## src/verilog/otoc_pkg.sv

```systemverilog
// Package for the output test override block: register map, field layout, timing.
// Assumes a 200 MHz core clock and a 32-bit APB register bus.
package otoc_pkg;
    localparam int CLK_MHZ = 200;
    localparam int NUM_GROUPS = 2;
    localparam int OUTS_PER_GROUP = 8;
    localparam int NUM_OUTS = 16;
    localparam int NUM_AIO = 4;
    localparam int AW = 8;
    // Supervision drop time in milliseconds, and its cycle count
    localparam int SUP_DROP_MS = 5000;
    localparam int SUP_DROP_CYC = SUP_DROP_MS * 1000 * CLK_MHZ;
    localparam logic [31:0] TICK_1MS_CYC = 32'(1000 * CLK_MHZ);
    // Register byte offsets
    localparam logic [AW-1:0] OFF_CTRL = 8'h00;
    localparam logic [AW-1:0] OFF_DISARM = 8'h04;
    localparam logic [AW-1:0] OFF_FSINGLE = 8'h08;
    localparam logic [AW-1:0] OFF_FSVAL = 8'h0C;
    localparam logic [AW-1:0] OFF_FGROUP = 8'h10;
    localparam logic [AW-1:0] OFF_TIMEOUT = 8'h14;
    localparam logic [AW-1:0] OFF_CMD = 8'h18;
    localparam logic [AW-1:0] OFF_AFORCE = 8'h1C;
    localparam logic [AW-1:0] OFF_STATUS = 8'h20;
    localparam logic [AW-1:0] OFF_IRQ_STAT = 8'h24;
    localparam logic [AW-1:0] OFF_IRQ_CLR = 8'h28;
    localparam logic [AW-1:0] OFF_IRQ_EN = 8'h2C;
    localparam logic [AW-1:0] OFF_AOVAL = 8'h30;
    // CTRL fields
    localparam int CTRL_DISARM_EN = 0;
    localparam int CTRL_DIS_PERM = 1;
    localparam int CTRL_FRC_PERM = 2;
    localparam int CTRL_ANA_PERM = 3;
    // CMD fields (write one pulses)
    localparam int CMD_DISARM = 0;
    localparam int CMD_UNDISARM = 1;
    localparam int CMD_FORCE = 2;
    localparam int CMD_UNFORCE = 3;
    localparam int CMD_TRIP = 4;
    localparam int CMD_SUP_DROP = 5;
    localparam int CMD_ANA_ON = 6;
    localparam int CMD_ANA_OFF = 7;
    // Interrupt event bits
    localparam int EV_DIS_END = 0;
    localparam int EV_FRC_END = 1;
    localparam int EV_ANA_END = 2;
    localparam int EV_SUP_END = 3;
    localparam int EV_PHASE = 4;
    localparam int NUM_EV = 5;
    localparam logic [31:0] RST_TIMEOUT_MS = 32'h0000_03E8;
endpackage

```

## src/verilog/otoc_sync.sv

```systemverilog
// Three-stage synchroniser for one pin level; change accepted when stages 2 and 3 agree.
// Assumes an asynchronous active-high reset on the core clock.
`timescale 1ns/1ps
module otoc_sync (
    input wire logic clk,
    input wire logic rst,
    input wire logic din,
    output logic dout
);
    logic s1;
    logic s2;
    logic s3;

    always_ff @(posedge clk or posedge rst) begin
        if (rst) begin
            s1 <= 1'b0;
            s2 <= 1'b0;
            s3 <= 1'b0;
            dout <= 1'b0;
        end else begin
            s1 <= din;
            s2 <= s1;
            s3 <= s2;
            if (s2 == s3) begin
                dout <= s3;
            end
        end
    end
endmodule

```

## src/verilog/otoc_timer.sv

```systemverilog
// Override timer: set by a start pulse, ends by stop, or by a millisecond count unless permanent.
// Assumes a one-cycle millisecond tick enable from the core clock.
`timescale 1ns/1ps
module otoc_timer (
    input wire logic clk,
    input wire logic rst,
    input wire logic tick,
    input wire logic start,
    input wire logic stop,
    input wire logic perm,
    input wire logic [31:0] limit,
    output logic active,
    output logic expired
);
    logic [31:0] count;
    wire logic done = active && !perm && tick && (count + 32'h0000_0001 >= limit);

    always_ff @(posedge clk or posedge rst) begin
        if (rst) begin
            active <= 1'b0;
            count <= 32'h0000_0000;
            expired <= 1'b0;
        end else begin
            expired <= done;
            if (start) begin
                active <= 1'b1;
                count <= 32'h0000_0000;
            end else if (stop || done) begin
                active <= 1'b0;
            end else if (active && tick) begin
                count <= count + 32'h0000_0001;
            end
        end
    end
endmodule

```

## src/verilog/otoc_top.sv

```systemverilog
// Service and test override control: disarm, force, trip, supervision drop, analog force.
// Assumes an APB master on CORE_CLK; pin-level status inputs arrive asynchronously.
//
// Function
// - Flag when measured phase rotation differs from configured rotation.
// - Timed disarm suppresses the outputs selected in DISARM only while its timer runs.
// - Permanent disarm holds until explicitly withdrawn.
// - Zone interlock output and supervision contact are never disarmed.
// - Disarm needs unlatched, no hold timer, disarm enabled, disarm command applied.
// - Timed force holds while timer runs; permanent until removed.
// - Group force wins over single-output force.
// - Disarmed outputs ignore force commands.
// - Force applies only when not disarmed and command hits output or group.
// - Manual trip request asserts trip command like a protection trip.
// - Forced drop releases supervision contact for five seconds then restores.
// - Forced supervision drop logs no supervision message.
// - Forced temperatures held by timer or permanently, then live again.
// - Temperature view is live, frozen while forced, live again after.
// - Forced analog output held by timer or permanently, then assigned value.
// - Analog output view shows assigned value, frozen while forced.
// - Forced analog input replaces measurement while timer runs or permanently.
// - After analog input force ends, measured value is reported again.
`timescale 1ns/1ps
module otoc_top #(
    parameter int SUP_DROP_CYCLES = otoc_pkg::SUP_DROP_CYC
) (
    input wire logic CORE_CLK,
    input wire logic RST,
    input wire logic PSEL,
    input wire logic PENABLE,
    input wire logic PWRITE,
    input wire logic [7:0] PADDR,
    input wire logic [31:0] PWDATA,
    output logic [31:0] PRDATA,
    output logic PREADY,
    output logic PSLVERR,
    input wire logic [15:0] RELAY_REQ,
    input wire logic [15:0] RELAY_LATCHED,
    input wire logic [15:0] RELAY_HOLD_RUN,
    input wire logic ZONE_INTERLOCK_REQ,
    input wire logic SUPERVISION_OK,
    input wire logic PROT_TRIP,
    input wire logic PHASE_ROT_MEAS,
    input wire logic PHASE_ROT_CFG,
    input wire logic [63:0] TEMP_LIVE,
    input wire logic [63:0] AOUT_ASSIGNED,
    input wire logic [63:0] AIN_MEAS,
    output logic [15:0] RELAY_OUT,
    output logic ZONE_INTERLOCK_OUT,
    output logic SELF_SUPERVISION_CONTACT,
    output logic SUPERVISION_MSG_LOG,
    output logic TRIP_CMD,
    output logic PHASE_MISMATCH,
    output logic [63:0] TEMP_OUT,
    output logic [63:0] AOUT_OUT,
    output logic [63:0] AIN_OUT,
    output logic IRQ
);
    // Registers
    logic [31:0] ctrl;
    logic [31:0] disarm_sel;
    logic [31:0] fsingle_sel;
    logic [31:0] fsingle_val;
    logic [31:0] fgroup;
    logic [31:0] timeout_ms;
    logic [31:0] afrc_val;
    logic [31:0] irq_en;
    logic [otoc_pkg::NUM_EV-1:0] irq_stat;
    logic [31:0] tick_cnt;
    logic tick;
    logic trip_req;
    logic [31:0] sup_cnt;
    logic sup_drop;
    logic [63:0] ana_frozen_t;
    logic [63:0] ana_frozen_ao;
    logic [63:0] ana_frozen_ai;

    // APB decode
    wire logic acc = PSEL && PENABLE;
    wire logic wr = acc && PWRITE;
    // A write lands only at the edge that completes the access
    wire logic take = wr && PREADY;
    wire logic a_ctrl = PADDR == otoc_pkg::OFF_CTRL;
    wire logic a_dis = PADDR == otoc_pkg::OFF_DISARM;
    wire logic a_fs = PADDR == otoc_pkg::OFF_FSINGLE;
    wire logic a_fv = PADDR == otoc_pkg::OFF_FSVAL;
    wire logic a_fg = PADDR == otoc_pkg::OFF_FGROUP;
    wire logic a_to = PADDR == otoc_pkg::OFF_TIMEOUT;
    wire logic a_cmd = PADDR == otoc_pkg::OFF_CMD;
    wire logic a_af = PADDR == otoc_pkg::OFF_AFORCE;
    wire logic a_st = PADDR == otoc_pkg::OFF_STATUS;
    wire logic a_is = PADDR == otoc_pkg::OFF_IRQ_STAT;
    wire logic a_ic = PADDR == otoc_pkg::OFF_IRQ_CLR;
    wire logic a_ie = PADDR == otoc_pkg::OFF_IRQ_EN;
    wire logic a_ao = PADDR == otoc_pkg::OFF_AOVAL;
    // Any offset outside this list is answered with PSLVERR
    wire logic mapped = a_ctrl | a_dis | a_fs | a_fv | a_fg | a_to | a_cmd | a_af
        | a_st | a_is | a_ic | a_ie | a_ao;
    wire logic [7:0] cmd = (take && a_cmd) ? PWDATA[7:0] : 8'h00;
    wire logic [otoc_pkg::NUM_EV-1:0] irq_clr =
        (take && a_ic) ? PWDATA[otoc_pkg::NUM_EV-1:0] : 5'h00;

    // Pin inputs from the field side
    logic [15:0] latched_s;
    logic [15:0] hold_s;
    logic sup_bad_s;
    logic rot_meas_s;
    logic rot_cfg_s;

    // Latch and hold-timer states come from the field side, so they are synchronised
    for (genvar i = 0; i < otoc_pkg::NUM_OUTS; i++) begin : g_sync
        otoc_sync u_lat (
            .clk(CORE_CLK),
            .rst(RST),
            .din(RELAY_LATCHED[i]),
            .dout(latched_s[i])
        );
        otoc_sync u_hold (
            .clk(CORE_CLK),
            .rst(RST),
            .din(RELAY_HOLD_RUN[i]),
            .dout(hold_s[i])
        );
    end
    // Synchronised as a fault level, so the reset value means healthy and logs nothing
    otoc_sync u_sok (
        .clk(CORE_CLK),
        .rst(RST),
        .din(!SUPERVISION_OK),
        .dout(sup_bad_s)
    );
    otoc_sync u_rm (
        .clk(CORE_CLK),
        .rst(RST),
        .din(PHASE_ROT_MEAS),
        .dout(rot_meas_s)
    );
    otoc_sync u_rc (
        .clk(CORE_CLK),
        .rst(RST),
        .din(PHASE_ROT_CFG),
        .dout(rot_cfg_s)
    );

    // Override timers: disarm, relay force, analog force
    logic dis_act;
    logic dis_exp;
    logic frc_act;
    logic frc_exp;
    logic ana_act;
    logic ana_exp;

    // Disarm timer; permanent mode ignores the count
    otoc_timer u_tdis (
        .clk(CORE_CLK),
        .rst(RST),
        .tick(tick),
        .start(cmd[otoc_pkg::CMD_DISARM]),
        .stop(cmd[otoc_pkg::CMD_UNDISARM]),
        .perm(ctrl[otoc_pkg::CTRL_DIS_PERM]),
        .limit(timeout_ms),
        .active(dis_act),
        .expired(dis_exp)
    );
    // Relay force timer, shared by single and group force
    otoc_timer u_tfrc (
        .clk(CORE_CLK),
        .rst(RST),
        .tick(tick),
        .start(cmd[otoc_pkg::CMD_FORCE]),
        .stop(cmd[otoc_pkg::CMD_UNFORCE]),
        .perm(ctrl[otoc_pkg::CTRL_FRC_PERM]),
        .limit(timeout_ms),
        .active(frc_act),
        .expired(frc_exp)
    );
    // Analog force timer, shared by all three views
    otoc_timer u_tana (
        .clk(CORE_CLK),
        .rst(RST),
        .tick(tick),
        .start(cmd[otoc_pkg::CMD_ANA_ON]),
        .stop(cmd[otoc_pkg::CMD_ANA_OFF]),
        .perm(ctrl[otoc_pkg::CTRL_ANA_PERM]),
        .limit(timeout_ms),
        .active(ana_act),
        .expired(ana_exp)
    );

    // Relay output path
    wire logic [15:0] dis_sel = disarm_sel[15:0];
    wire logic [15:0] disarmed = {16{dis_act && ctrl[otoc_pkg::CTRL_DISARM_EN]}} & dis_sel
        & ~latched_s & ~hold_s;
    wire logic [15:0] grp_on = {{8{fgroup[1]}}, {8{fgroup[0]}}};
    wire logic [15:0] grp_val = {{8{fgroup[17]}}, {8{fgroup[16]}}};
    // Group force wins where both apply
    wire logic [15:0] frc_val = (grp_on & grp_val) | (~grp_on & fsingle_val[15:0]);
    wire logic [15:0] frc_hit = {16{frc_act}} & (grp_on | fsingle_sel[15:0]) & ~disarmed;
    wire logic [15:0] next_relay = (frc_hit & frc_val) | (~frc_hit & ~disarmed & RELAY_REQ);

    // Status and interrupt events
    wire logic [otoc_pkg::NUM_EV-1:0] ev;
    assign ev[otoc_pkg::EV_DIS_END] = dis_exp;
    assign ev[otoc_pkg::EV_FRC_END] = frc_exp;
    assign ev[otoc_pkg::EV_ANA_END] = ana_exp;
    assign ev[otoc_pkg::EV_SUP_END] = sup_drop && (sup_cnt == 32'h0000_0001);
    // Phase event fires on the rising edge of the mismatch only
    assign ev[otoc_pkg::EV_PHASE] = (rot_meas_s != rot_cfg_s) && !PHASE_MISMATCH;
    // Status bits: IRQ, disarm, force, phase, trip pulse, drop, analog
    wire logic [31:0] status = {25'h0000000, ana_act, sup_drop, trip_req, PHASE_MISMATCH,
        frc_act, dis_act, IRQ};

    // Unmapped and write-only offsets read as zero
    wire logic [31:0] rmux =
        a_ctrl ? ctrl :
        a_dis ? disarm_sel :
        a_fs ? fsingle_sel :
        a_fv ? fsingle_val :
        a_fg ? fgroup :
        a_to ? timeout_ms :
        a_af ? afrc_val :
        a_st ? status :
        a_is ? {27'h0000000, irq_stat} :
        a_ie ? irq_en :
        a_ao ? {16'h0000, RELAY_OUT} : 32'h0000_0000;

    // Wrap at the last count so one tick period is exactly one millisecond
    wire logic tick_wrap = tick_cnt == otoc_pkg::TICK_1MS_CYC - 32'h0000_0001;

    // Millisecond tick for the override timers
    always_ff @(posedge CORE_CLK or posedge RST) begin
        if (RST) begin
            tick_cnt <= 32'h0000_0000;
            tick <= 1'b0;
        end else begin
            tick <= tick_wrap;
            tick_cnt <= tick_wrap ? 32'h0000_0000 : tick_cnt + 32'h0000_0001;
        end
    end

    // APB slave: zero wait states, error on unmapped address
    always_ff @(posedge CORE_CLK or posedge RST) begin
        if (RST) begin
            ctrl <= 32'h0000_0000;
            disarm_sel <= 32'h0000_0000;
            fsingle_sel <= 32'h0000_0000;
            fsingle_val <= 32'h0000_0000;
            fgroup <= 32'h0000_0000;
            timeout_ms <= otoc_pkg::RST_TIMEOUT_MS;
            afrc_val <= 32'h0000_0000;
            irq_en <= 32'h0000_0000;
            PRDATA <= 32'h0000_0000;
            PREADY <= 1'b0;
            PSLVERR <= 1'b0;
        end else begin
            PREADY <= PSEL && !PENABLE;
            PSLVERR <= PSEL && !PENABLE && !mapped;
            if (PSEL && !PENABLE) begin
                PRDATA <= PWRITE ? 32'h0000_0000 : rmux;
            end
            if (take) begin
                if (a_ctrl) ctrl <= PWDATA;
                if (a_dis) disarm_sel <= PWDATA;
                if (a_fs) fsingle_sel <= PWDATA;
                if (a_fv) fsingle_val <= PWDATA;
                if (a_fg) fgroup <= PWDATA;
                if (a_to) timeout_ms <= PWDATA;
                if (a_af) afrc_val <= PWDATA;
                if (a_ie) irq_en <= PWDATA;
            end
        end
    end

    // Sticky events; a new event wins over a same-cycle clear
    always_ff @(posedge CORE_CLK or posedge RST) begin
        if (RST) begin
            irq_stat <= 5'h00;
            IRQ <= 1'b0;
        end else begin
            irq_stat <= (irq_stat & ~irq_clr) | ev;
            IRQ <= |(irq_stat & irq_en[otoc_pkg::NUM_EV-1:0]);
        end
    end

    // Relays, trip and supervision contact
    always_ff @(posedge CORE_CLK or posedge RST) begin
        if (RST) begin
            RELAY_OUT <= 16'h0000;
            ZONE_INTERLOCK_OUT <= 1'b0;
            trip_req <= 1'b0;
            TRIP_CMD <= 1'b0;
            sup_cnt <= 32'h0000_0000;
            sup_drop <= 1'b0;
            SELF_SUPERVISION_CONTACT <= 1'b0;
            SUPERVISION_MSG_LOG <= 1'b0;
            PHASE_MISMATCH <= 1'b0;
        end else begin
            RELAY_OUT <= next_relay;
            ZONE_INTERLOCK_OUT <= ZONE_INTERLOCK_REQ;
            // Trip request is a one-cycle pulse merged with the protection trip
            trip_req <= cmd[otoc_pkg::CMD_TRIP];
            TRIP_CMD <= PROT_TRIP | trip_req;
            if (cmd[otoc_pkg::CMD_SUP_DROP]) begin
                sup_drop <= 1'b1;
                sup_cnt <= 32'(SUP_DROP_CYCLES);
            end else if (sup_drop) begin
                sup_cnt <= sup_cnt - 32'h0000_0001;
                sup_drop <= sup_cnt != 32'h0000_0001;
            end
            // Contact is never disarmed, only dropped by the test or by a real fault
            SELF_SUPERVISION_CONTACT <= !sup_bad_s && !sup_drop;
            // Only a real supervision failure is logged, not a test drop
            SUPERVISION_MSG_LOG <= sup_bad_s;
            PHASE_MISMATCH <= rot_meas_s != rot_cfg_s;
        end
    end

    // Analog views: live, frozen at force start, then forced value while active
    always_ff @(posedge CORE_CLK or posedge RST) begin
        if (RST) begin
            ana_frozen_t <= 64'h0000_0000_0000_0000;
            ana_frozen_ao <= 64'h0000_0000_0000_0000;
            ana_frozen_ai <= 64'h0000_0000_0000_0000;
            TEMP_OUT <= 64'h0000_0000_0000_0000;
            AOUT_OUT <= 64'h0000_0000_0000_0000;
            AIN_OUT <= 64'h0000_0000_0000_0000;
        end else begin
            if (cmd[otoc_pkg::CMD_ANA_ON] && !ana_act) begin
                ana_frozen_t <= TEMP_LIVE;
                ana_frozen_ao <= AOUT_ASSIGNED;
                ana_frozen_ai <= AIN_MEAS;
                // A repeated start keeps the first snapshot
            end else if (take && a_af) begin
                // Forced word written into the channel chosen by bits 17:16
                ana_frozen_t[PWDATA[17:16]*16 +: 16] <= PWDATA[15:0];
                ana_frozen_ao[PWDATA[17:16]*16 +: 16] <= PWDATA[15:0];
                ana_frozen_ai[PWDATA[17:16]*16 +: 16] <= PWDATA[15:0];
            end
            TEMP_OUT <= ana_act ? ana_frozen_t : TEMP_LIVE;
            AOUT_OUT <= ana_act ? ana_frozen_ao : AOUT_ASSIGNED;
            AIN_OUT <= ana_act ? ana_frozen_ai : AIN_MEAS;
        end
    end
endmodule

```

## config.mk

```make
export PLATFORM = sky130hd
export DESIGN_NAME = otoc_top
export DESIGN_NICKNAME = d
export VERILOG_FILES = /design/src/verilog/otoc_pkg.sv /design/src/verilog/otoc_sync.sv /design/src/verilog/otoc_timer.sv /design/src/verilog/otoc_top.sv
export SDC_FILE = /design/constraint.sdc
export NUM_CORES = 2
export LEC_CHECK = 0
export BUFFER_PORTS_ARGS = -buffer_cell sky130_fd_sc_hd__buf_2
export CORE_MARGIN = 2
export CORE_UTILIZATION = 37
export DETAILED_ROUTE_END_ITERATION = 6
export GPL_TIMING_DRIVEN = 0
export PLACE_DENSITY = 0.55
export SLEW_MARGIN = 40
export SYNTH_ARGS = -nofsm -noshare
export SYNTH_HDL_FRONTEND = slang
export SYNTH_SLANG_ARGS = --single-unit
export TNS_END_PERCENT = 30
```

## constraint.sdc

```tcl
create_clock -name CORE_CLK -period 45.8 [get_ports CORE_CLK]
set_input_delay 9.16 -clock CORE_CLK [delete_from_list [all_inputs] [get_ports CORE_CLK]]
set_output_delay 9.16 -clock CORE_CLK [all_outputs]
set_load 0.05 [all_outputs]
```

==> results_tabular.tex <==
\begin{tabular}{lr}
\hline
Metric & Value \\
\hline
\multicolumn{2}{l}{\textbf{Outcome}} \\
Status & completed \\
\multicolumn{2}{l}{\textbf{Logic synthesis}} \\
Syn avg cell area & approximately 12 um2 \\
Share of synthesized area occupied by flip-flops and latches & 0.5637 \\
Number of distinct library cells after synthesis & 85 \\
Number of warning messages in the yosys log & 0 \\
Register bit count reported by yosys & 1,010 \\
Dominant cells by area after synthesis & dfrtp\_1 (56\%), mux2\_2 (9.9\%), a21oi\_1 (3.0\%), ha\_1 (3.0\%), a221o\_1 (2.6\%) \\
Dominant synthesized flop cell & dfrtp\_1 \\
Count of flip-flops with a built-in enable after synthesis & 0 \\
Mapped cell area & $\sim$45,000 um2 \\
Top-area cell type share of the netlist area & 0.5602 \\
Proportion of register bits with asynchronous set or reset after synthesis & 1.000 \\
Mapped Cells & approximately 3.8k \\
Net Count, Synth & 4,224 \\
Synth area leader & dfrtp\_1 \\
\multicolumn{2}{l}{\textbf{Timing}} \\
Total negative setup slack & 0 ns \\
Fin. Hold Viols & 0 \\
Final critical delay including setup and external delays & about 12 ns \\
Final-report max-slew violation count & 0 \\
Max Freq & 80.81 MHz \\
Max transition margin & 0.3916 \\
Period Utilization, post-route & 0.2702 \\
Setup skew after layout & between 0.03 and 0.04 ns \\
Setup violations, final & 0 \\
Setup repair after global routing missed its margin & no \\
Worst Max-Slew Pin Slew & between 0.9 and 1 ns \\
\multicolumn{2}{l}{\textbf{Floorplan}} \\
Die Y-Extent & approximately 350 um \\
Io pins & 538 \\
Die Outline Area & approximately 120,000 um2 \\
Row count & 127 \\
Starting Density & 0.3734 \\
Placeable core region & 120,100 um2 \\
Die X-Extent & 352.2 um \\
\multicolumn{2}{l}{\textbf{Critical path}} \\
Arrival time at the worst endpoint & 12.94 ns \\
Path depth of the worst reg2reg path & 17 \\
Data required time at the worst endpoint & roughly 46 ns \\
Endpoint type of the worst setup path & register \\
Worst Path Class, Setup & input pin to register \\
R2R Setup Slk & 40.67 ns \\
Largest fanout on the critical path & 10 \\
Reg-to-reg endpoint & u\_tana.count[22]\$\_DFFE\_PP0P\_ \\
Worst Setup Start Kind & input pin \\
Critical register-to-register path startpoint & u\_tana.count[0]\$\_DFFE\_PP0P\_ \\
\multicolumn{2}{l}{\textbf{Clocking}} \\
Num CTS Buffers & around 110 \\
Post-CTS setup buffers & 0 \\
Master cell of the clock root buffer & clkbuf\_16 \\
Worst skew pair latency & $\sim$0.71 ns \\
Post-CTS Hold Fix Bufs & 0 \\
Post-cts repair resize count & 0 \\
Clock tree from TritonCTS & done \\
Clock sink count & just over 1k \\
Clock-pin transition on the worst setup and hold timing paths & around 0.06 ns \\
CTS Buffer Depth & 3 \\
H-tree depth & 3 \\
\multicolumn{2}{l}{\textbf{Placed design}} \\
Number of buffers added on ports & approximately 530 \\
Count of placed standard cells including taps & roughly 6.0k \\
HPWL after detailed placement & around 120,000 um \\
Routability congestion estimate from global placement & about 0.90 \\
\multicolumn{2}{l}{\textbf{Final layout}} \\
Final std cells w/o fill & 6,211 \\
Storage cell area & around 25,000 um2 \\
Layout cell share with drive strength beyond 1 & 0.2793 \\
Commonest non-fill, non-tap cell in the layout & dfrtp\_1 \\
Layout Nets & 4,884 \\
Area overhead of the layout relative to synthesis & 20.13\% \\
Top library cells by usage in the layout, fill and taps aside & dfrtp\_1 (1,004), buf\_2 (589), mux2\_2 (396), nand2\_1 (290), a21oi\_1 (266) \\
Area used by multi-input combinational logic & roughly 18,000 um2 \\
Layout filler cell count & approximately 11k \\
\multicolumn{2}{l}{\textbf{Power and ir drop}} \\
Largest voltage drop on the vdd net & around 32 uV \\
Post-route total power & between 1.5 and 2 mW \\
Power density over the cells & around 37 nW/um2 \\
Leakage power & about 24 nW \\
\multicolumn{2}{l}{\textbf{Global route}} \\
Global routing usage on met1 & 0.3272 \\
Grt peak-use layer & met2 \\
Met3 Resource Use GR & 0.04962 \\
Grt total ovfl & 0 \\
Largest net degree at the start of global routing & 80 \\
Wire length of the first global-routing pass & $\sim$230,000 um \\
Global router's overall resource usage & 0.2488 \\
Vias in the first global route & around 34k \\
Global routing usage on met2 & 0.4088 \\
Initial antenna violation count & 44 \\
\multicolumn{2}{l}{\textbf{Worst hold path}} \\
Class of the tightest hold or removal check & register to register \\
Worst min-delay path endpoint & g\_sync[13].u\_hold.s2\$\_DFF\_PP0\_ \\
Hold Crit Start & g\_sync[13].u\_hold.s1\$\_DFF\_PP0\_ \\
Worst Hold Depth & 0 \\
\multicolumn{2}{l}{\textbf{Job}} \\
Number of max-cap violations & 0 \\
\multicolumn{2}{l}{\textbf{Routing}} \\
Total Routed Length & 157,800 um \\
DR vias/cell & roughly 5.6 \\
Remaining antenna violation count & 0 \\
Detailed router's first-iteration violation count & between 2k and 3k \\
Via count & 34.62k \\
Drt first pass iters & 6 \\
Routed len/inst & between 20 and 30 um \\
Total DRC errors in the routed layout & 0 \\
\hline
\end{tabular}
==> where the power goes <==
part	internal (mW)	switching, mW	leakage, nW	total, mW
combinational	0.0352	0.0948	9.50	0.130
sequential	0.914	0.0128	13.0	0.927
clock	0.556	0.386	1.89	0.942
total	1.51	0.494	24.4	2.00
==> final cells by class <==
type	count	share of cell area
Inverter	78	0.005573
Tap cell	1612	0.03743
Buffer	234	0.01869
Clock inverter	42	0.01098
Antenna cell	20	0.0009288
Clock buffer	162	0.06049
Timing Repair Buffer	547	0.05666
Multi-Input combinational cell	2506	0.3400
Sequential cell	1010	0.4692
==> routing by layer <==
metal  vias up  wire (um)
met5         -        154
met1     17530      66220
li1      15400          -
met2      1339      74990
met4        26       5698
met3       319      10690
==> critical path, stage by stage <==
cell,delay [ns]
clkbuf_1,0.36
nand4_1,0.54
nor3_1,0.86
nand3_1,0.33
nor2_1,0.31
a21oi_1,0.20
clkbuf_1,0.33
clkbuf_1,0.43
a221o_1,0.40
==> worst max-delay path by stage <==
stage                       from                             to  slack (ns)
after floorplan              RST           AIN_OUT[0]$_DFF_PP0_        8.23
after global placement       RST           ctrl[23]$_DFFE_PP0P_       -4.27
after detailed placement  PWRITE   ana_frozen_t[48]$_DFFE_PP0P_       32.91
after CTS                 PWRITE  ana_frozen_ao[62]$_DFFE_PP0P_       33.62
after global routing      PWRITE  ana_frozen_ao[62]$_DFFE_PP0P_       33.46
final                     PWRITE  ana_frozen_ao[62]$_DFFE_PP0P_       33.42
==> cells by family (layout without fill, tap and decap cells) <==
group	count (synthesis)	in the layout	share of synthesized area
compound gates	792	792	0.1213
simple gates	1032	1032	0.1214
fa+ha+maj	141	141	0.03738
flops	1010	1010	0.5637
xor+xnor	145	145	0.02831
mux	396	396	0.09942
other cells	0	20	0
buf+inv	312	1063	0.02843
==> stage by stage <==
step,util,area (um2),hold slack [ns],setup slack (ns)
CTS,0.4481,53830,0.3480,33.62
finish,0.4485,53880,0.3467,33.42
global route,0.4483,53860,0.3504,33.46
global placement,0.4123,49530,0.3324,-4.268
floorplan,-,44850,0.3312,8.230
detailed placement,0.4160,49980,0.3347,32.91
==> synthesized netlist by cell type (33+ instances only) <==
master and instances:
o21ai_0 119, ha_1 106, clkbuf_1 162, nor2_1 264, nor3_1 34, a21oi_1 267, xnor2_1 108, a221o_1 115
and2_1 70, and4_1 33, inv_1 77, nand2_1 290, nand3_1 75, mux2_2 396, a221oi_1 52, nand4_1 34
dfrtp_1 1004, o31ai_1 83, buf_2 56, maj3_1 35, xor2_1 37, or4_1 82
==> state kept, by name, indices dropped and copies added, names as in the netlist, 32 cells and up <==
register	count
afrc_val	32
ctrl	32
AOUT_OUT	64
irq_en	32
ana_frozen_ao	64
fgroup	32
u_tdis.count	32
timeout_ms	32
ana_frozen_ai	64
ana_frozen_t	64
AIN_OUT	64
u_tana.count	32
TEMP_OUT	64
sup_cnt	32
disarm_sel	32
fsingle_val	32
tick_cnt	32
PRDATA	32
fsingle_sel	32
u_tfrc.count	32
No activity file was read; power rests on OpenSTA's default activity.
